==> src/logic/uab_defs.vh <==
// Constants for the autobaud detector and its register file
//
// Notes on behaviour
// RQ1: Setting autobaud_enable starts a calibration on the receive line.
// RQ2: Receiver stays idle, no normal reception, while calibrating.
// RQ3: Counting starts at first rising edge after start bit, on autobaud clock.
// RQ4: Remote node sends 55h, five rising edges including the stop edge.
// RQ5: Fifth rising edge stops counting; count left in divisor_high/divisor_low.
// RQ6: On finish hardware clears autobaud_enable and sets receive_flag.
// RQ7: Software reads receive_buffer, discards it; that read clears receive_flag.
// RQ8: Calibration always uses both divisor bytes as one 16-bit counter.
// RQ9: Counter runs at one eighth of the baud generator base clock.
// RQ10: Autobaud clock is sysclk/512, /128 with one select set, /32 with both.
// RQ11: Software checks divisor_high is 00h when only divisor_low is used.
// RQ12: With wake_on_break_enable also set, measure the character after the break.
// RQ13: The autobaud counter starts counting from 1.
// RQ14: Software subtracts one from the pair after calibration.
// RQ15: Software keeps the incoming rate within the measurable range.
// RQ16: Afterwards the receiver runs normally using the measured divisor.
`ifndef UAB_DEFS_VH
`define UAB_DEFS_VH

`define UAB_ADDR_W 4
`define UAB_REG_CTRL 4'h0
`define UAB_REG_DIV 4'h4
`define UAB_REG_RXBUF 4'h8
`define UAB_REG_STAT 4'hC
// Interrupt status is the same register as STAT (sticky, write one to clear)
`define UAB_REG_MASK_ADDR 5'h10

// Control register fields
`define UAB_CTL_AUTOBAUD 0
`define UAB_CTL_WAKE 1
`define UAB_CTL_WIDE 2
`define UAB_CTL_HS 3
`define UAB_CTL_RXEN 4
`define UAB_CTL_RESET 5'h00

// Status bits: 0 receive flag, 1 calibration done, 2 overflow
`define UAB_ST_RCV 0
`define UAB_ST_DONE 1
`define UAB_ST_OVF 2
`define UAB_ST_W 3

// Base divider shifts (base clock = sysclk/64, /16, /4)
`define UAB_SH_SLOW 4'd6
`define UAB_SH_MID 4'd4
`define UAB_SH_FAST 4'd2
// Calibration clock is base / 8
`define UAB_CAL_EXTRA 4'd3
`define UAB_DIV_START 16'h0001
`define UAB_EDGES_DONE 3'd5
`define UAB_RESP_OKAY 2'h0
`define UAB_RESP_SLVERR 2'h2
`define UAB_BITS 4'd8
`define UAB_HALF_BIT 16'h0000

`endif

==> src/logic/uab_autobaud.v <==
// Autobaud detecting serial receiver with AXI4-Lite register file
//
// The register offsets and the AXI4-Lite interface to the registers are this design's own decisions.
`timescale 1ns/1ns
`include "uab_defs.vh"

module uab_autobaud #(
	parameter DIV_W = 16
) (
	// Clock and reset
	input wire aclk,
	input wire aresetn,
	// AXI4-Lite write address
	input wire [4:0] s_axi_awaddr,
	input wire s_axi_awvalid,
	output reg s_axi_awready,
	// AXI4-Lite write data
	input wire [31:0] s_axi_wdata,
	input wire [3:0] s_axi_wstrb,
	input wire s_axi_wvalid,
	output reg s_axi_wready,
	// AXI4-Lite write response
	output reg [1:0] s_axi_bresp,
	output reg s_axi_bvalid,
	input wire s_axi_bready,
	// AXI4-Lite read address
	input wire [4:0] s_axi_araddr,
	input wire s_axi_arvalid,
	output reg s_axi_arready,
	// AXI4-Lite read data
	output reg [31:0] s_axi_rdata,
	output reg [1:0] s_axi_rresp,
	output reg s_axi_rvalid,
	input wire s_axi_rready,
	// Serial line and interrupt
	input wire rxd,
	output reg irq
);
	localparam A_IDLE = 3'd0;
	localparam A_WAKE = 3'd1;
	localparam A_START = 3'd2;
	localparam A_COUNT = 3'd3;

	////////////////////////////////////////////////////////////////////////
	// Registers
	reg [4:0] ctrl;
	reg [DIV_W-1:0] divisor;
	reg [7:0] rx_buf;
	reg [`UAB_ST_W-1:0] status;
	reg [`UAB_ST_W-1:0] mask;
	reg [2:0] ab_state;
	reg [2:0] edges;
	reg [11:0] presc;
	reg rxd_q;
	reg wake_seen_low;
	reg [4:0] aw_addr;
	reg aw_have;
	reg [31:0] w_data;
	reg [3:0] w_strb;
	reg w_have;

	wire cal_on = ctrl[`UAB_CTL_AUTOBAUD];
	wire rx_rise = rxd & ~rxd_q;
	wire rx_fall = ~rxd & rxd_q;
	wire [3:0] base_shift;
	wire [3:0] cal_shift;
	wire cal_tick;
	wire [7:0] rx_data;
	wire rx_valid;
	wire rx_run;
	wire done_evt;
	wire do_write;
	wire do_read;
	wire rd_rxbuf;
	wire [`UAB_ST_W-1:0] set_bits;

	function [3:0] shift_of;
		input wide;
		input hs;
		begin
			if (wide & hs)
				shift_of = `UAB_SH_FAST;
			else if (wide | hs)
				shift_of = `UAB_SH_MID;
			else
				shift_of = `UAB_SH_SLOW;
		end
	endfunction

	function wr_hit;
		input [4:0] addr;
		input [3:0] reg_off;
		begin
			wr_hit = (addr[4] == 1'b0) && (addr[3:0] == reg_off);
		end
	endfunction

	////////////////////////////////////////////////////////////////////////
	// Autobaud clock: base clock divided by 8 gives /512, /128, /32
	assign base_shift = shift_of(ctrl[`UAB_CTL_WIDE], ctrl[`UAB_CTL_HS]);
	assign cal_shift = base_shift + `UAB_CAL_EXTRA; // [RQ9] [RQ10]
	assign cal_tick = (presc & ((12'h001 << cal_shift) - 1'b1)) == 12'h000;

	// Receiver held idle while calibrating
	assign rx_run = ctrl[`UAB_CTL_RXEN] & ~cal_on; // [RQ2] [RQ16]
	assign done_evt = (ab_state == A_COUNT) && rx_rise && (edges == `UAB_EDGES_DONE - 1'b1);

	uab_rx #(
		.DIV_W(DIV_W)
	) u_rx (
		.aclk(aclk),
		.aresetn(aresetn),
		.run(rx_run),
		.base_shift(base_shift),
		.divisor(divisor),
		.rxd(rxd),
		.data(rx_data),
		.data_valid(rx_valid)
	);

	always @(posedge aclk) begin
		if (!aresetn) begin
			rxd_q <= 1'b1;
			presc <= 12'h000;
		end else begin
			rxd_q <= rxd;
			presc <= (ab_state == A_COUNT) ? presc + 1'b1 : 12'h001;
		end
	end

	////////////////////////////////////////////////////////////////////////
	// Calibration sequencer
	always @(posedge aclk) begin
		if (!aresetn) begin
			ab_state <= A_IDLE;
			edges <= 3'd0;
			wake_seen_low <= 1'b0;
		end else begin
			case (ab_state)
			A_IDLE: begin
				edges <= 3'd0;
				wake_seen_low <= 1'b0;
				if (cal_on) // [RQ1]
					ab_state <= ctrl[`UAB_CTL_WAKE] ? A_WAKE : A_START;
			end
			A_WAKE: begin
				// Let the break pass: wait for low then return high
				if (rx_fall)
					wake_seen_low <= 1'b1;
				if (wake_seen_low && rx_rise) // [RQ12]
					ab_state <= A_START;
			end
			A_START: begin
				// Start bit falls, first rising edge begins the count
				if (rx_rise && !rxd_q && wake_seen_low == 1'b0 && edges == 3'd0)
					ab_state <= A_START;
				if (rx_fall)
					edges <= 3'd0;
				if (rx_rise && edges == 3'd0 && !wake_seen_low) begin
					ab_state <= A_COUNT; // [RQ3]
					edges <= 3'd1;
				end
				if (wake_seen_low)
					wake_seen_low <= 1'b0;
			end
			A_COUNT: begin
				if (rx_rise)
					edges <= edges + 1'b1;
				if (done_evt) // [RQ5]
					ab_state <= A_IDLE;
			end
			default: ab_state <= A_IDLE;
			endcase
			if (!cal_on && ab_state != A_COUNT)
				ab_state <= A_IDLE;
		end
	end

	////////////////////////////////////////////////////////////////////////
	// AXI4-Lite slave
	reg [31:0] next_rdata;
	reg [`UAB_ST_W-1:0] clr_bits;
	reg [`UAB_ST_W-1:0] next_status;
	wire wr_ctrl;
	wire wr_div;
	wire wr_stat;
	wire wr_mask;
	wire cal_load;
	wire cal_step;
	wire ovf_evt;

	function addr_known;
		input [4:0] addr;
		begin
			addr_known = wr_hit(addr, `UAB_REG_CTRL) || wr_hit(addr, `UAB_REG_DIV) ||
				wr_hit(addr, `UAB_REG_RXBUF) || wr_hit(addr, `UAB_REG_STAT) ||
				addr == `UAB_REG_MASK_ADDR;
		end
	endfunction

	assign do_write = aw_have && w_have && !s_axi_bvalid;
	assign do_read = s_axi_arvalid && s_axi_arready;
	assign rd_rxbuf = do_read && wr_hit(s_axi_araddr, `UAB_REG_RXBUF);
	// Byte lane 0 carries every control and status field
	assign wr_ctrl = do_write && wr_hit(aw_addr, `UAB_REG_CTRL) && w_strb[0];
	assign wr_div = do_write && wr_hit(aw_addr, `UAB_REG_DIV);
	assign wr_stat = do_write && wr_hit(aw_addr, `UAB_REG_STAT) && w_strb[0];
	assign wr_mask = do_write && aw_addr == `UAB_REG_MASK_ADDR && w_strb[0];

	////////////////////////////////////////////////////////////////////////
	// Write channel: address and data may arrive in either order
	always @(posedge aclk) begin
		if (!aresetn) begin
			s_axi_awready <= 1'b1;
			s_axi_wready <= 1'b1;
			s_axi_bvalid <= 1'b0;
			s_axi_bresp <= `UAB_RESP_OKAY;
			aw_have <= 1'b0;
			w_have <= 1'b0;
			aw_addr <= 5'h00;
			w_data <= 32'h00000000;
			w_strb <= 4'h0;
		end else begin
			if (s_axi_awvalid && s_axi_awready) begin
				aw_addr <= s_axi_awaddr;
				aw_have <= 1'b1;
				s_axi_awready <= 1'b0;
			end
			if (s_axi_wvalid && s_axi_wready) begin
				w_data <= s_axi_wdata;
				w_strb <= s_axi_wstrb;
				w_have <= 1'b1;
				s_axi_wready <= 1'b0;
			end
			if (s_axi_bvalid && s_axi_bready) begin
				s_axi_bvalid <= 1'b0;
				s_axi_awready <= 1'b1;
				s_axi_wready <= 1'b1;
			end
			if (do_write) begin
				aw_have <= 1'b0;
				w_have <= 1'b0;
				s_axi_bvalid <= 1'b1;
				s_axi_bresp <= addr_known(aw_addr) ? `UAB_RESP_OKAY : `UAB_RESP_SLVERR;
			end
		end
	end

	////////////////////////////////////////////////////////////////////////
	// Read channel: data registered one cycle after the address is taken
	always @* begin
		next_rdata = 32'h00000000;
		if (wr_hit(s_axi_araddr, `UAB_REG_CTRL))
			next_rdata[4:0] = ctrl;
		else if (wr_hit(s_axi_araddr, `UAB_REG_DIV))
			next_rdata[DIV_W-1:0] = divisor;
		else if (wr_hit(s_axi_araddr, `UAB_REG_RXBUF))
			next_rdata[7:0] = rx_buf;
		else if (wr_hit(s_axi_araddr, `UAB_REG_STAT))
			next_rdata[`UAB_ST_W-1:0] = status;
		else if (s_axi_araddr == `UAB_REG_MASK_ADDR)
			next_rdata[`UAB_ST_W-1:0] = mask;
	end

	always @(posedge aclk) begin
		if (!aresetn) begin
			s_axi_arready <= 1'b1;
			s_axi_rvalid <= 1'b0;
			s_axi_rresp <= `UAB_RESP_OKAY;
			s_axi_rdata <= 32'h00000000;
		end else begin
			if (s_axi_rvalid && s_axi_rready) begin
				s_axi_rvalid <= 1'b0;
				s_axi_arready <= 1'b1;
			end
			if (do_read) begin
				s_axi_arready <= 1'b0;
				s_axi_rvalid <= 1'b1;
				s_axi_rresp <= addr_known(s_axi_araddr) ? `UAB_RESP_OKAY : `UAB_RESP_SLVERR;
				s_axi_rdata <= next_rdata;
			end
		end
	end

	////////////////////////////////////////////////////////////////////////
	// Control register
	always @(posedge aclk) begin
		if (!aresetn) begin
			ctrl <= `UAB_CTL_RESET;
		end else begin
			if (wr_ctrl)
				ctrl <= w_data[4:0];
			// Hardware clear wins over a software write in the same cycle
			if (done_evt)
				ctrl[`UAB_CTL_AUTOBAUD] <= 1'b0; // [RQ6]
		end
	end

	// Calibration owns the divisor pair as one counter; software writes are dropped while autobaud_enable is set
	assign cal_load = (ab_state == A_START) && rx_rise && (edges == 3'd0) && !wake_seen_low;
	assign cal_step = (ab_state == A_COUNT) && !done_evt && cal_tick;
	assign ovf_evt = cal_step && (&divisor);
	always @(posedge aclk) begin
		if (!aresetn) begin
			divisor <= {DIV_W{1'b0}};
		end else if (cal_load) begin
			divisor <= `UAB_DIV_START; // [RQ13] [RQ8]
		end else if (cal_step) begin
			divisor <= divisor + 1'b1; // [RQ8]
		end else if (wr_div && !cal_on) begin
			if (w_strb[0])
				divisor[7:0] <= w_data[7:0];
			if (w_strb[1])
				divisor[15:8] <= w_data[15:8];
		end
	end

	////////////////////////////////////////////////////////////////////////
	// Status, mask and interrupt; a hardware set wins over any clear
	assign set_bits = {ovf_evt, done_evt, done_evt | rx_valid};
	always @* begin
		clr_bits = {`UAB_ST_W{1'b0}};
		if (wr_stat)
			clr_bits = w_data[`UAB_ST_W-1:0];
		if (rd_rxbuf)
			clr_bits[`UAB_ST_RCV] = 1'b1; // [RQ7]
		next_status = (status & ~clr_bits) | set_bits; // [RQ6]
	end

	always @(posedge aclk) begin
		if (!aresetn) begin
			status <= {`UAB_ST_W{1'b0}};
			mask <= {`UAB_ST_W{1'b0}};
			rx_buf <= 8'h00;
			irq <= 1'b0;
		end else begin
			status <= next_status;
			if (wr_mask)
				mask <= w_data[`UAB_ST_W-1:0];
			// Level output, one cycle behind the status it reflects
			irq <= |(status & mask);
			if (rx_valid)
				rx_buf <= rx_data;
		end
	end
endmodule

==> src/logic/uab_rx.v <==
// Plain 8N1 receiver driven by the divisor pair in baud generator fashion
`timescale 1ns/1ns
`include "uab_defs.vh"

module uab_rx #(
	parameter DIV_W = 16
) (
	// Clock and reset
	input wire aclk,
	input wire aresetn,
	// Control
	input wire run,
	input wire [3:0] base_shift,
	input wire [DIV_W-1:0] divisor,
	input wire rxd,
	// Result
	output reg [7:0] data,
	output reg data_valid
);
	localparam S_IDLE = 2'd0;
	localparam S_START = 2'd1;
	localparam S_DATA = 2'd2;
	localparam S_STOP = 2'd3;

	reg [1:0] state;
	reg [DIV_W+7:0] tick_cnt;
	reg [3:0] bit_cnt;
	reg [7:0] shreg;
	wire [DIV_W+7:0] bit_len;
	wire bit_end;

	// Bit time = (divisor + 1) base-clock periods
	assign bit_len = ({8'h00, divisor} + 1'b1) << base_shift;
	assign bit_end = (tick_cnt == bit_len - 1'b1);

	always @(posedge aclk) begin
		data_valid <= 1'b0;
		if (!aresetn || !run) begin
			state <= S_IDLE;
			tick_cnt <= {(DIV_W+8){1'b0}};
			bit_cnt <= 4'h0;
			shreg <= 8'h00;
			if (!aresetn)
				data <= 8'h00;
		end else begin
			tick_cnt <= tick_cnt + 1'b1;
			case (state)
			S_IDLE: begin
				tick_cnt <= {(DIV_W+8){1'b0}};
				if (!rxd)
					state <= S_START;
			end
			S_START: begin
				// Sample mid start bit to reject glitches
				if (tick_cnt == (bit_len >> 1)) begin
					tick_cnt <= {(DIV_W+8){1'b0}};
					state <= rxd ? S_IDLE : S_DATA;
					bit_cnt <= 4'h0;
				end
			end
			S_DATA: begin
				if (bit_end) begin
					tick_cnt <= {(DIV_W+8){1'b0}};
					shreg <= {rxd, shreg[7:1]};
					bit_cnt <= bit_cnt + 1'b1;
					if (bit_cnt == `UAB_BITS - 1'b1)
						state <= S_STOP;
				end
			end
			S_STOP: begin
				if (bit_end) begin
					state <= S_IDLE;
					data <= shreg;
					data_valid <= 1'b1;
				end
			end
			default: state <= S_IDLE;
			endcase
		end
	end
endmodule

==> config.mk <==
export PLATFORM = sky130hd
export DESIGN_NAME = uab_autobaud
export DESIGN_NICKNAME = d
export VERILOG_FILES = /design/src/logic/uab_autobaud.v /design/src/logic/uab_rx.v
export VERILOG_INCLUDE_DIRS = /design/src /design/src/logic
export SDC_FILE = /design/constraint.sdc
export NUM_CORES = 1
export LEC_CHECK = 0
export BUFFER_PORTS_ARGS = -buffer_cell sky130_fd_sc_hd__buf_2
export CORE_MARGIN = 8
export CORE_UTILIZATION = 40
export CTS_CLUSTER_DIAMETER = 80
export CTS_CLUSTER_SIZE = 20
export DETAILED_ROUTE_END_ITERATION = 8
export PLACE_DENSITY_LB_ADDON = 0.3
export SLEW_MARGIN = 10
export SYNTH_ARGS = -nofsm -noshare
export SYNTH_HDL_FRONTEND = slang
export SYNTH_SLANG_ARGS = --single-unit
==> constraint.sdc <==
create_clock -name aclk -period 6.05 [get_ports aclk]
set_input_delay 0 -clock aclk [delete_from_list [all_inputs] [get_ports aclk]]
set_output_delay 0 -clock aclk [all_outputs]
set_load 0.005 [all_outputs]
==> out/results.tsv, run 1 <==
metric	value	unit
crit share post-route	92.1	%
cell with the most instances after synthesis	sky130_fd_sc_hd__dfxtp_1	
switching power summed over all nets	558	uW
total global routing overflow	0	
Yosys warning total	0	
initial detailed-routing violation count	748	
Antenna Violating Nets Remaining	0	
vias in the first global route	8904	
Worst Clk Skew	11.4	ps
endpoint of the worst register-to-register path	u_rx.tick_cnt[16]$_SDFF_PP0_	
FF+latch area	0.00308	sq mm
final critical-path required period	5570	ps
die area	0.0302	sq mm
worst reg2reg startpoint	ctrl[3]$_SDFFE_PN0P_	
number of input and output port buffers inserted	59	
power density relative to cell area	194	mW/mm^2
CTS tree	built	
Slew headroom	27.4	%
Avg Vias per Cell	5.77	
routed len/inst	17.4	microns
Top-Level Pins	96	
internal reg-to-reg setup slack	480	ps
average cell area after synthesis	7.95	sq um
vias after detailed routing	9389	
Gate power share	5.0	%
Tightest Hold Check Type	in -> reg	
total of fill cells in the finished design	2398	
later-pin clock latency in the skew report	440	ps
Max Clock Freq	180	MHz
worst setup path class	reg -> reg	
max-capacitance violation count	0	
capturing element type of the critical path	flop	
core box area	0.0244	sq mm
antenna diode count	0	
number of clock sinks seen by CTS	150	
clock tree buffer depth	2	
final RePlAce weighted congestion	0.897	
global-route total usage across every layer	18.6	%
largest net degree at the start of global routing	83	
final-stage net count	1366	
sequential group share of total power	47.3	%
maximum VDD drop	0.183	mV
leakage power summed over all cells	4.09	nW
crit start category	flop	
ys async rst share	0	%
unrepaired setup endpoints after global routing	no	
Final Slew Violations	0	
destination of the critical timing path	u_rx.tick_cnt[16]$_SDFF_PP0_	
maximum fanout encountered on the critical timing path	24	
post-synthesis sequential area ratio	31.0	%
number of levels in the clock H-tree	4	
number of failing hold endpoints at the final stage	0	
TritonCTS Buffers	17	
post-synthesis cell type with the largest combined area	sky130_fd_sc_hd__dfxtp_1	
gate count of the mapped netlist	1250	
# DRC	0	
non-filler cells in the finished layout	1626	
post-synth cell types	84	
internal power contribution	1.62	mW
leading post-synthesis cells by instance count	sky130_fd_sc_hd__dfxtp_1 (142), sky130_fd_sc_hd__nand2_1 (128), sky130_fd_sc_hd__nor2_1 (80), sky130_fd_sc_hd__clkbuf_1 (72), sky130_fd_sc_hd__xnor2_1 (55)	
number of cells in the design after placement	1556	
number of antenna violations at the first check in global routing	0	
Crit path required time	6310	ps
count of endpoints failing setup in the final report	0	
router iterations before antenna repair	5	
standard-cell rows	57	
CP startpoint	ctrl[3]$_SDFFE_PN0P_	
most area-consuming cells after synthesis	sky130_fd_sc_hd__dfxtp_1 (29%), sky130_fd_sc_hd__xnor2_1 (4.8%), sky130_fd_sc_hd__nand2_1 (4.8%), sky130_fd_sc_hd__nor2_1 (3.0%), sky130_fd_sc_hd__ha_1 (2.9%)	
transition at the pin with the smallest max-transition slack	1090	ps
number of synthesized flops with an enable pin	8	
logic depth of the worst register-to-register path	14	
area occupied by multi-input gates	0.00621	sq mm
die extent in y	174	microns
Initial Util	40.8	%
first-pass GRT wire length	46600	microns
outcome	finished, final reports clean	
total wire length after detailed routing	28300	microns
Die W	174	microns
flop and latch count out of synthesis	150	
main flop type after synthesis	sky130_fd_sc_hd__dfxtp_1	
CTS clock-pin slew for the worst setup and hold paths	70	ps
part of the power in the clock network	47.7	%
post-synthesis instance area	0.00994	sq mm
setup fix buffers added after clock tree synthesis	0	
Arrival @ worst endpoint	5830	ps
Layout area overhead	13.2	%
final sum of negative setup slack	0	ps
total of cells resized after clock tree synthesis	0	
fraction of layout cells with a size suffix above 1	10.1	%
Yosys top cell area share	28.6	%
root buffer selected by CTS	sky130_fd_sc_hd__clkbuf_16	
HPWL after DPL	20400	microns
Net Sw Frac	25.6	%
==> per-stage QoR <==
step | instance area [sq um] | util, % | hold slack [ps] | total power, mW | setup slack (ps)
2_1_floorplan | 10000 | - | 100 | 1.11 | 866
4_1_cts | 11300 | 46.1 | 95.1 | 2.20 | 562
6_report | 11300 | 46.1 | 119 | 2.18 | 480
5_1_grt | 11300 | 46.1 | 178 | 2.25 | 119
3_5_place_dp | 10300 | 42.2 | 221 | 1.14 | 576
3_3_place_gp | 10300 | 42.2 | 207 | 1.14 | 633
==> state kept, by name, summed over array words and instances, names as in the netlist, 2 cells and up, named ones only <==
register       count
ab_state           2
aw_addr            5
ctrl               5
divisor           16
edges              3
mask               3
presc             12
rx_buf             8
s_axi_rdata       16
status             3
u_rx.bit_cnt       4
u_rx.data          8
u_rx.shreg         8
u_rx.tick_cnt     24
w_data            16
w_strb             2
==> what timing repair did <==
action,in CTS,in global routing
setup endpoints to repair,0,0
hold endpoints to repair,33,0
hold buffers,38,0
==> layer usage <==
| layer | track usage [%] | up-vias | part of all wire [%] |
|---|---|---|---|
| li1 | - | 4586 | - |
| met1 | 23.9 | 4486 | 46 |
| met2 | 30.1 | 266 | 46 |
| met3 | 3.66 | 51 | 5.4 |
| met4 | 7.20 | 0 | 2.5 |
| met5 | 0 | - | 0 |
==> kinds of logic after synthesis <==
logic type | synth area share, %
xor+xnor | 7.14
mux | 3.64
other cells | 0.0377
buf+inv | 7.12
fa+ha+maj | 2.89
compound gates | 21.9
flops | 31.0
simple gates | 26.3
==> worst max-delay path: stages, from the launching register on <==
cell	delay [ps]
sky130_fd_sc_hd__dfxtp_1	410
sky130_fd_sc_hd__inv_1	90
sky130_fd_sc_hd__ha_1	510
sky130_fd_sc_hd__mux2i_2	310
sky130_fd_sc_hd__a222oi_1	200
sky130_fd_sc_hd__a222oi_1	600
sky130_fd_sc_hd__nand3_2	220
sky130_fd_sc_hd__or4_1	730
sky130_fd_sc_hd__or2_4	300
sky130_fd_sc_hd__or4_1	540
sky130_fd_sc_hd__a211o_1	350
sky130_fd_sc_hd__or4_4	560
sky130_fd_sc_hd__o21ai_4	150
sky130_fd_sc_hd__buf_4	290
sky130_fd_sc_hd__a211oi_1	120
==> worst min path at each step <==
stage | from | endpoint | depth (start not counted)
2_1_floorplan | s_axi_wvalid | s_axi_wready$_SDFFE_PP1P_ | 1
5_1_grt | s_axi_araddr[1] | s_axi_rdata[1]$_SDFFE_PN0P_ | 5
3_5_place_dp | s_axi_wvalid | s_axi_wready$_SDFFE_PP1P_ | 2
4_1_cts | s_axi_araddr[3] | s_axi_rdata[1]$_SDFFE_PN0P_ | 5
6_report | s_axi_araddr[0] | s_axi_rdata[1]$_SDFFE_PN0P_ | 5
3_3_place_gp | s_axi_wvalid | s_axi_wready$_SDFFE_PP1P_ | 2
==> cells in the final DEF, fill, tap and decap left out, drive strengths merged, types with 38 or more instances in the layout <==
cell / count
nor2: 80
dfxtp: 142
o21ai: 53
a21oi: 45
dlygate4sd3: 38
nor2b: 41
buf: 76
inv: 54
xnor2: 55
nand3: 56
nand2: 128
==> cell type report <==
class / instances / share of cell area [%]
clock inverter: 14 / 1.18
timing repair buffer: 114 / 7.14
inverter: 46 / 1.53
clock buffer: 18 / 3.90
sequential: 150 / 27.4
tap: 324 / 3.60
multi-input combinational: 960 / 55.2
==> power groups by stage <==
stage                     Clock (mW)  Combinational [mW]  Sequential (mW)
after floorplan                    0              0.0646             1.05
after CTS                       1.06               0.108             1.03
after global routing            1.09               0.123             1.03
final                           1.04               0.109             1.03
after detailed placement           0              0.0884             1.05
after global placement             0              0.0872             1.05
Power figures use the tool's default switching activity.
==> run 2: changes to the inputs <==
--- a/config.mk
+++ b/config.mk
@@ -7,6 +7,7 @@
 export NUM_CORES = 1
 export LEC_CHECK = 0
 export BUFFER_PORTS_ARGS = -buffer_cell sky130_fd_sc_hd__buf_2
+export CORE_ASPECT_RATIO = 1.25
 export CORE_MARGIN = 8
 export CORE_UTILIZATION = 40
 export CTS_CLUSTER_DIAMETER = 80
==> constraint.sdc (replaced) <==
create_clock -name aclk -period 6.05 [get_ports aclk]
set_input_delay 0.9075 -clock aclk [delete_from_list [all_inputs] [get_ports aclk]]
set_output_delay 0.9075 -clock aclk [all_outputs]
set_load 0.005 [all_outputs]
==> run 2 against run 1 <==
Via count shrank 2.7%. Final area shrank 2.8%. Critical path depth is the same. Worst setup slack gained 82 ps. Sequential power is essentially flat. Sequential cell count is the same. Wire length shrank 3.0%. Die area grew 0.10%. Combinational power shrank 18%. Clock-buffer cell count shrank 1. Sequential share of layout area grew 0.78 points. Critical endpoint is now u_rx.tick_cnt[0]$_SDFF_PP0_.
==> out/results.tsv, run 2 (synthesis gave the netlist of run 1 again) <==
metric	value	unit	change
outcome	finished, final reports clean		unchanged
Tightest Hold Check Type	reg -> reg		was in -> reg
area occupied by multi-input gates	0.00621	sq mm	unchanged
crit start category	flop		unchanged
sequential group share of total power	46.8	%	was 47.3%
Die W	157	microns	was 174 microns
leakage power summed over all cells	3.99	nW	was 4.09 nW
first-pass GRT wire length	44600	microns	was 46600 microns
leading cell types in the layout, fill and taps excluded	sky130_fd_sc_hd__dfxtp_1 (142), sky130_fd_sc_hd__nand2_1 (128), sky130_fd_sc_hd__nor2_1 (80)		unchanged
crit share post-route	90.7	%	was 92.1%
Arrival @ worst endpoint	5740	ps	was 5830 ps
total wire length after detailed routing	27500	microns	was 28300 microns
final RePlAce weighted congestion	0.890		was 0.897
Layout area overhead	10.0	%	was 13.2%
number of failing hold endpoints at the final stage	0		unchanged
setup fix buffers added after clock tree synthesis	0		unchanged
routed len/inst	17.2	microns	was 17.4 microns
Slew headroom	27.3	%	was 27.4%
fraction of layout cells with a size suffix above 1	10.8	%	was 10.1%
Finished Core Util	44.8	%	was 46.1%
switching power summed over all nets	588	uW	was 558 uW
capturing element type of the critical path	flop		unchanged
worst setup path class	reg -> reg		unchanged
HPWL after DPL	20800	microns	was 20400 microns
router iterations before antenna repair	6		was 5
antenna diode count	0		unchanged
standard-cell rows	64		was 57
total of fill cells in the finished design	2442		was 2398
Post-Place Setup Slack	598	ps	was 576 ps
transition at the pin with the smallest max-transition slack	1090	ps	about the same
final critical-path required period	5490	ps	was 5570 ps
unrepaired setup endpoints after global routing	no		unchanged
largest register by flop count	u_rx.tick_cnt		unchanged
final-stage net count	1333		was 1366
die area	0.0302	sq mm	about the same
core box area	0.0244	sq mm	about the same
Final Slew Violations	0		unchanged
# DRC	0		unchanged
power density relative to cell area	201	mW/mm^2	was 194 mW/mm^2
FF+latch area	0.00308	sq mm	unchanged
number of input and output port buffers inserted	59		unchanged
count of endpoints failing setup in the final report	0		unchanged
Net Sw Frac	26.7	%	was 25.6%
part of the power in the clock network	49.1	%	was 47.7%
number of levels in the clock H-tree	4		unchanged
total global routing overflow	0		unchanged
internal power contribution	1.61	mW	was 1.62 mW
Crit path required time	6300	ps	was 6310 ps
vias in the first global route	8606		was 8904
Antenna Violating Nets Remaining	0		unchanged
number of clock sinks seen by CTS	150		unchanged
largest net degree at the start of global routing	76		was 83
global-route total usage across every layer	18.2	%	was 18.6%
total of cells resized after clock tree synthesis	0		unchanged
Largest register FFs	24		unchanged
Worst Slack Setup Final	562	ps	was 480 ps
initial detailed-routing violation count	563		was 748
Worst Clk Skew	12.3	ps	was 11.4 ps
hold_ws	462	ps	was 119 ps
Avg Vias per Cell	5.71		was 5.77
die extent in y	192	microns	was 174 microns
Initial Util	40.7	%	was 40.8%
root buffer selected by CTS	sky130_fd_sc_hd__clkbuf_16		unchanged
max-capacitance violation count	0		unchanged
Overall Power	2.20	mW	was 2.18 mW
Max Clock Freq	182	MHz	was 180 MHz
clock tree buffer depth	2		unchanged
later-pin clock latency in the skew report	430	ps	was 440 ps
vias after detailed routing	9138		was 9389
most frequent standard cell in the layout excluding fill and tap cells	sky130_fd_sc_hd__dfxtp_1		unchanged
CTS tree	built		unchanged
hold_buf cts	0		was 38
Gate power share	4.1	%	was 5.0%
CTS clock-pin slew for the worst setup and hold paths	70	ps	about the same
final sum of negative setup slack	0	ps	unchanged
number of antenna violations at the first check in global routing	0		unchanged
maximum fanout encountered on the critical timing path	25		was 24
TritonCTS Buffers	17		unchanged
maximum VDD drop	0.180	mV	was 0.183 mV
Top-Level Pins	96		unchanged
## run 2: through the flow
step,area [sq um],instances
finish,10900,1599
global route,10900,1599
CTS,10900,1599
detailed placement,10300,1567
global placement,10300,1567
floorplan,10000,1267
## run 2: critical path, cell delays in order, from the launching register on
cell,delay [ps]
sky130_fd_sc_hd__dfxtp_1,490
sky130_fd_sc_hd__inv_1,100
sky130_fd_sc_hd__ha_1,420
sky130_fd_sc_hd__mux2i_2,280
sky130_fd_sc_hd__a222oi_1,190
sky130_fd_sc_hd__a222oi_1,580
sky130_fd_sc_hd__nand3_2,210
sky130_fd_sc_hd__or4_1,730
sky130_fd_sc_hd__or2_4,300
sky130_fd_sc_hd__or4_1,540
sky130_fd_sc_hd__a211o_1,360
sky130_fd_sc_hd__or4_4,550
sky130_fd_sc_hd__o21ai_4,130
sky130_fd_sc_hd__buf_4,290
sky130_fd_sc_hd__a211oi_1,120
## run 2: area by class of cell
type	count	share of cell area (%)
multi-input cells	960	56.8
flip-flops and latches	150	28.2
repair buffers	81	4.21
clock buffers	17	3.89
well taps	330	3.77
inverters	46	1.58
clock inverters	15	1.57
## run 2: layer usage
| layer | wire length, microns | global-route usage [%] |
|---|---|---|
| met5 | 0 | 0 |
| met4 | 1070 | 8.33 |
| met3 | 1070 | 2.80 |
| met2 | 13000 | 30.9 |
| met1 | 12300 | 22.4 |
## run 2: power groups by stage
stage	clock network [mW]	logic (mW)	registers, mW
2_1_floorplan	0	0.0646	1.05
4_1_cts	1.10	0.0902	1.03
5_1_grt	1.15	0.102	1.03
6_report	1.08	0.0897	1.03
3_5_place_dp	0	0.0900	1.05
3_3_place_gp	0	0.0886	1.05
## run 2: final timing paths
kind	startpoint	endpoint	slack, ps	depth (start not counted)
setup / recovery	ctrl[3]$_SDFFE_PN0P_	u_rx.tick_cnt[0]$_SDFF_PP0_	560	14
hold / removal	w_data[10]$_SDFFE_PN0P_	divisor[10]$_SDFFE_PP0P_	460	2
setup reg to reg	ctrl[3]$_SDFFE_PN0P_	u_rx.tick_cnt[0]$_SDFF_PP0_	560	14
hold reg to reg	w_data[10]$_SDFFE_PN0P_	divisor[10]$_SDFFE_PP0P_	460	2
==> run 3: changes to the inputs <==
--- a/config.mk
+++ b/config.mk
@@ -13,7 +13,7 @@
 export CTS_CLUSTER_DIAMETER = 80
 export CTS_CLUSTER_SIZE = 20
 export DETAILED_ROUTE_END_ITERATION = 8
-export PLACE_DENSITY_LB_ADDON = 0.3
+export PLACE_DENSITY_LB_ADDON = 0.08
 export SLEW_MARGIN = 10
 export SYNTH_ARGS = -nofsm -noshare
 export SYNTH_HDL_FRONTEND = slang
==> run 3 against run 2 <==
Worst setup slack worse by 130 ps. Sequential share of layout area decreased by 0.12 points. Total power rose by 1.1%. Non-clock buffer count is 6 higher. Sequential power is essentially flat. Wire length is 9.9% higher. Die area is the same. First-iteration DRC count down 0.89%. Clock-buffer cell count is 3 higher. Register-to-register slack got worse by 130 ps. Global-route usage up 2.0 points. Critical path type unchanged. Largest power group unchanged.
==> out/results.tsv, run 3 (synthesis gave the netlist of run 1 again) <==
metric	value	unit	change
outcome	finished, final reports clean		unchanged
Avg Vias per Cell	5.66		was 5.71
initial detailed-routing violation count	558		was 563
Initial Util	40.7	%	unchanged
total of fill cells in the finished design	2522		was 2442
Worst path max stage delay	660	ps	was 730 ps
hold path start	w_data[10]$_SDFFE_PN0P_		unchanged
setup fix buffers added after clock tree synthesis	0		unchanged
max-capacitance violation count	0		unchanged
HPWL after DPL	22900	microns	was 20800 microns
Overall Power	2.22	mW	was 2.20 mW
total global routing overflow	0		unchanged
Max Clock Freq	178	MHz	was 182 MHz
Worst Hold Depth	2		unchanged
number of antenna violations at the first check in global routing	0		unchanged
sequential group share of total power	46.4	%	was 46.8%
final-stage net count	1339		was 1333
total wire length after detailed routing	30200	microns	was 27500 microns
largest net degree at the start of global routing	43		was 76
Slowest-stage cell, CP	sky130_fd_sc_hd__o311ai_0		was sky130_fd_sc_hd__or4_1
leading cell types in the layout, fill and taps excluded	sky130_fd_sc_hd__dfxtp_1 (142), sky130_fd_sc_hd__nand2_1 (128), sky130_fd_sc_hd__nor2_1 (80)		unchanged
count of endpoints failing setup in the final report	0		unchanged
endpoint of the worst hold-timing path	divisor[10]$_SDFFE_PP0P_		unchanged
number of clock sinks seen by CTS	150		unchanged
final critical-path required period	5620	ps	was 5490 ps
Die W	157	microns	unchanged
fraction of layout cells with a size suffix above 1	11.1	%	was 10.8%
switching power summed over all nets	535	uW	was 588 uW
later-pin clock latency in the skew report	430	ps	about the same
chain of cells forming the critical path	inv_1 -> ha_1 -> mux2i_2 -> a222oi_1 -> a222oi_1 -> nand3_2 -> or4_1 -> buf_4 -> o311ai_0 -> nand4b_1 -> or4_4 -> o21ai_4 -> buf_4 -> a211oi_1		was inv_1 -> ha_1 -> mux2i_2 -> a222oi_1 -> a222oi_1 -> nand3_2 -> or4_1 -> or2_4 -> or4_1 -> a211o_1 -> or4_4 -> o21ai_4 -> buf_4 -> a211oi_1
CTS tree	built		unchanged
Largest register FFs	24		unchanged
Crit path max-delay family	simple AND/OR/NAND/NOR gates		unchanged
TritonCTS Buffers	17		unchanged
root buffer selected by CTS	sky130_fd_sc_hd__clkbuf_16		unchanged
Antenna Violating Nets Remaining	0		unchanged
unrepaired setup endpoints after global routing	no		unchanged
capturing element type of the critical path	flop		unchanged
Critical path buffers and inverters	3		was 2
leakage power summed over all cells	4.01	nW	was 3.99 nW
transition at the pin with the smallest max-transition slack	1080	ps	was 1090 ps
logic depth of the worst register-to-register path	14		unchanged
Final Slew Violations	0		unchanged
antenna diode count	0		unchanged
Top-Level Pins	96		unchanged
worst setup path class	reg -> reg		unchanged
crit share post-route	92.9	%	was 90.7%
Gate power share	4.0	%	was 4.1%
maximum VDD drop	0.190	mV	was 0.180 mV
total of cells resized after clock tree synthesis	0		unchanged
crit start category	flop		unchanged
global-route total usage across every layer	20.2	%	was 18.2%
part of the power in the clock network	49.6	%	was 49.1%
Slew headroom	27.8	%	was 27.3%
first-pass GRT wire length	48200	microns	was 44600 microns
Crit path required time	6300	ps	about the same
routed len/inst	18.8	microns	was 17.2 microns
final sum of negative setup slack	0	ps	unchanged
Tightest Hold Check Type	reg -> reg		unchanged
final RePlAce weighted congestion	0.860		was 0.890
vias after detailed routing	9085		was 9138
standard-cell rows	64		unchanged
CTS clock-pin slew for the worst setup and hold paths	70	ps	about the same
area occupied by multi-input gates	0.00621	sq mm	unchanged
internal reg-to-reg setup slack	430	ps	was 560 ps
router iterations before antenna repair	5		was 6
internal power contribution	1.69	mW	was 1.61 mW
most frequent standard cell in the layout excluding fill and tap cells	sky130_fd_sc_hd__dfxtp_1		unchanged
hold_buf cts	0		unchanged
largest register by flop count	u_rx.tick_cnt		unchanged
Arrival @ worst endpoint	5870	ps	was 5740 ps
worst reg2reg startpoint	ctrl[3]$_SDFFE_PN0P_		unchanged
endpoint of the worst register-to-register path	u_rx.tick_cnt[7]$_SDFF_PP0_		was u_rx.tick_cnt[0]$_SDFF_PP0_
FF+latch area	0.00308	sq mm	unchanged
number of input and output port buffers inserted	59		unchanged
maximum fanout encountered on the critical timing path	25		unchanged
Worst Clk Skew	16.4	ps	was 12.3 ps
die area	0.0302	sq mm	unchanged
core box area	0.0244	sq mm	unchanged
number of levels in the clock H-tree	4		unchanged
die extent in y	192	microns	unchanged
vias in the first global route	8792		was 8606
hold_ws	456	ps	was 462 ps
Layout area overhead	10.5	%	was 10.0%
# DRC	0		unchanged
power density relative to cell area	203	mW/mm^2	was 201 mW/mm^2
Net Sw Frac	24.0	%	was 26.7%
clock tree buffer depth	2		unchanged
number of failing hold endpoints at the final stage	0		unchanged
-- run 3: power groups by stage --
stage	clock network (mW)	registers [mW]	logic, mW
after global placement	0	1.05	0.0892
after floorplan	0	1.05	0.0646
after CTS	1.13	1.03	0.0903
after detailed placement	0	1.05	0.0900
final	1.10	1.03	0.0891
after global routing	1.17	1.03	0.101
-- run 3: area by class of cell --
cell class	instances	share of cell area, %
multi-input combinational	960	56.6
sequential	150	28.1
timing repair buffer	87	4.60
clock buffer	20	4.16
tap	330	3.76
inverter	46	1.57
clock inverter	12	1.28
-- run 3: worst max path at each step --
stage                          from                            to  cells past startpoint
4_1_cts        ctrl[3]$_SDFFE_PN0P_   u_rx.tick_cnt[7]$_SDFF_PP0_                     14
3_5_place_dp   ctrl[3]$_SDFFE_PN0P_  u_rx.bit_cnt[0]$_SDFFE_PP0P_                     14
6_report       ctrl[3]$_SDFFE_PN0P_   u_rx.tick_cnt[7]$_SDFF_PP0_                     14
2_1_floorplan  ctrl[3]$_SDFFE_PN0P_    u_rx.data[0]$_SDFFCE_PP0P_                     15
3_3_place_gp   ctrl[3]$_SDFFE_PN0P_  u_rx.bit_cnt[0]$_SDFFE_PP0P_                     14
5_1_grt        ctrl[3]$_SDFFE_PN0P_   u_rx.tick_cnt[2]$_SDFF_PP0_                     14
-- run 3: tightest hold or removal path, delay by kind of cell, from the launching register on --
kind            cells  cell delay, ps
flops               1             310
compound gates      1              60
simple gates        1              50
-- run 3: per-stage QoR --
| step | instance area [sq um] | worst slack (ps) | instances | utilization [%] |
|---|---|---|---|---|
| after detailed placement | 10400 | 507 | 1573 | 42.5 |
| after floorplan | 10000 | 866 | 1267 | - |
| after global placement | 10400 | 562 | 1573 | 42.5 |
| final | 11000 | 429 | 1605 | 45.0 |
| after global routing | 11000 | 39.8 | 1605 | 45.0 |
| after CTS | 11000 | 436 | 1605 | 45.0 |
-- run 3: per-layer routing --
| layer | global-route usage, % | vias up | wire [microns] |
|---|---|---|---|
| met5 | 0 | - | 0 |
| met4 | 8.58 | 0 | 902 |
| met3 | 2.80 | 49 | 1020 |
| met2 | 34.8 | 209 | 14900 |
| met1 | 24.8 | 4296 | 13400 |
| li1 | - | 4531 | - |
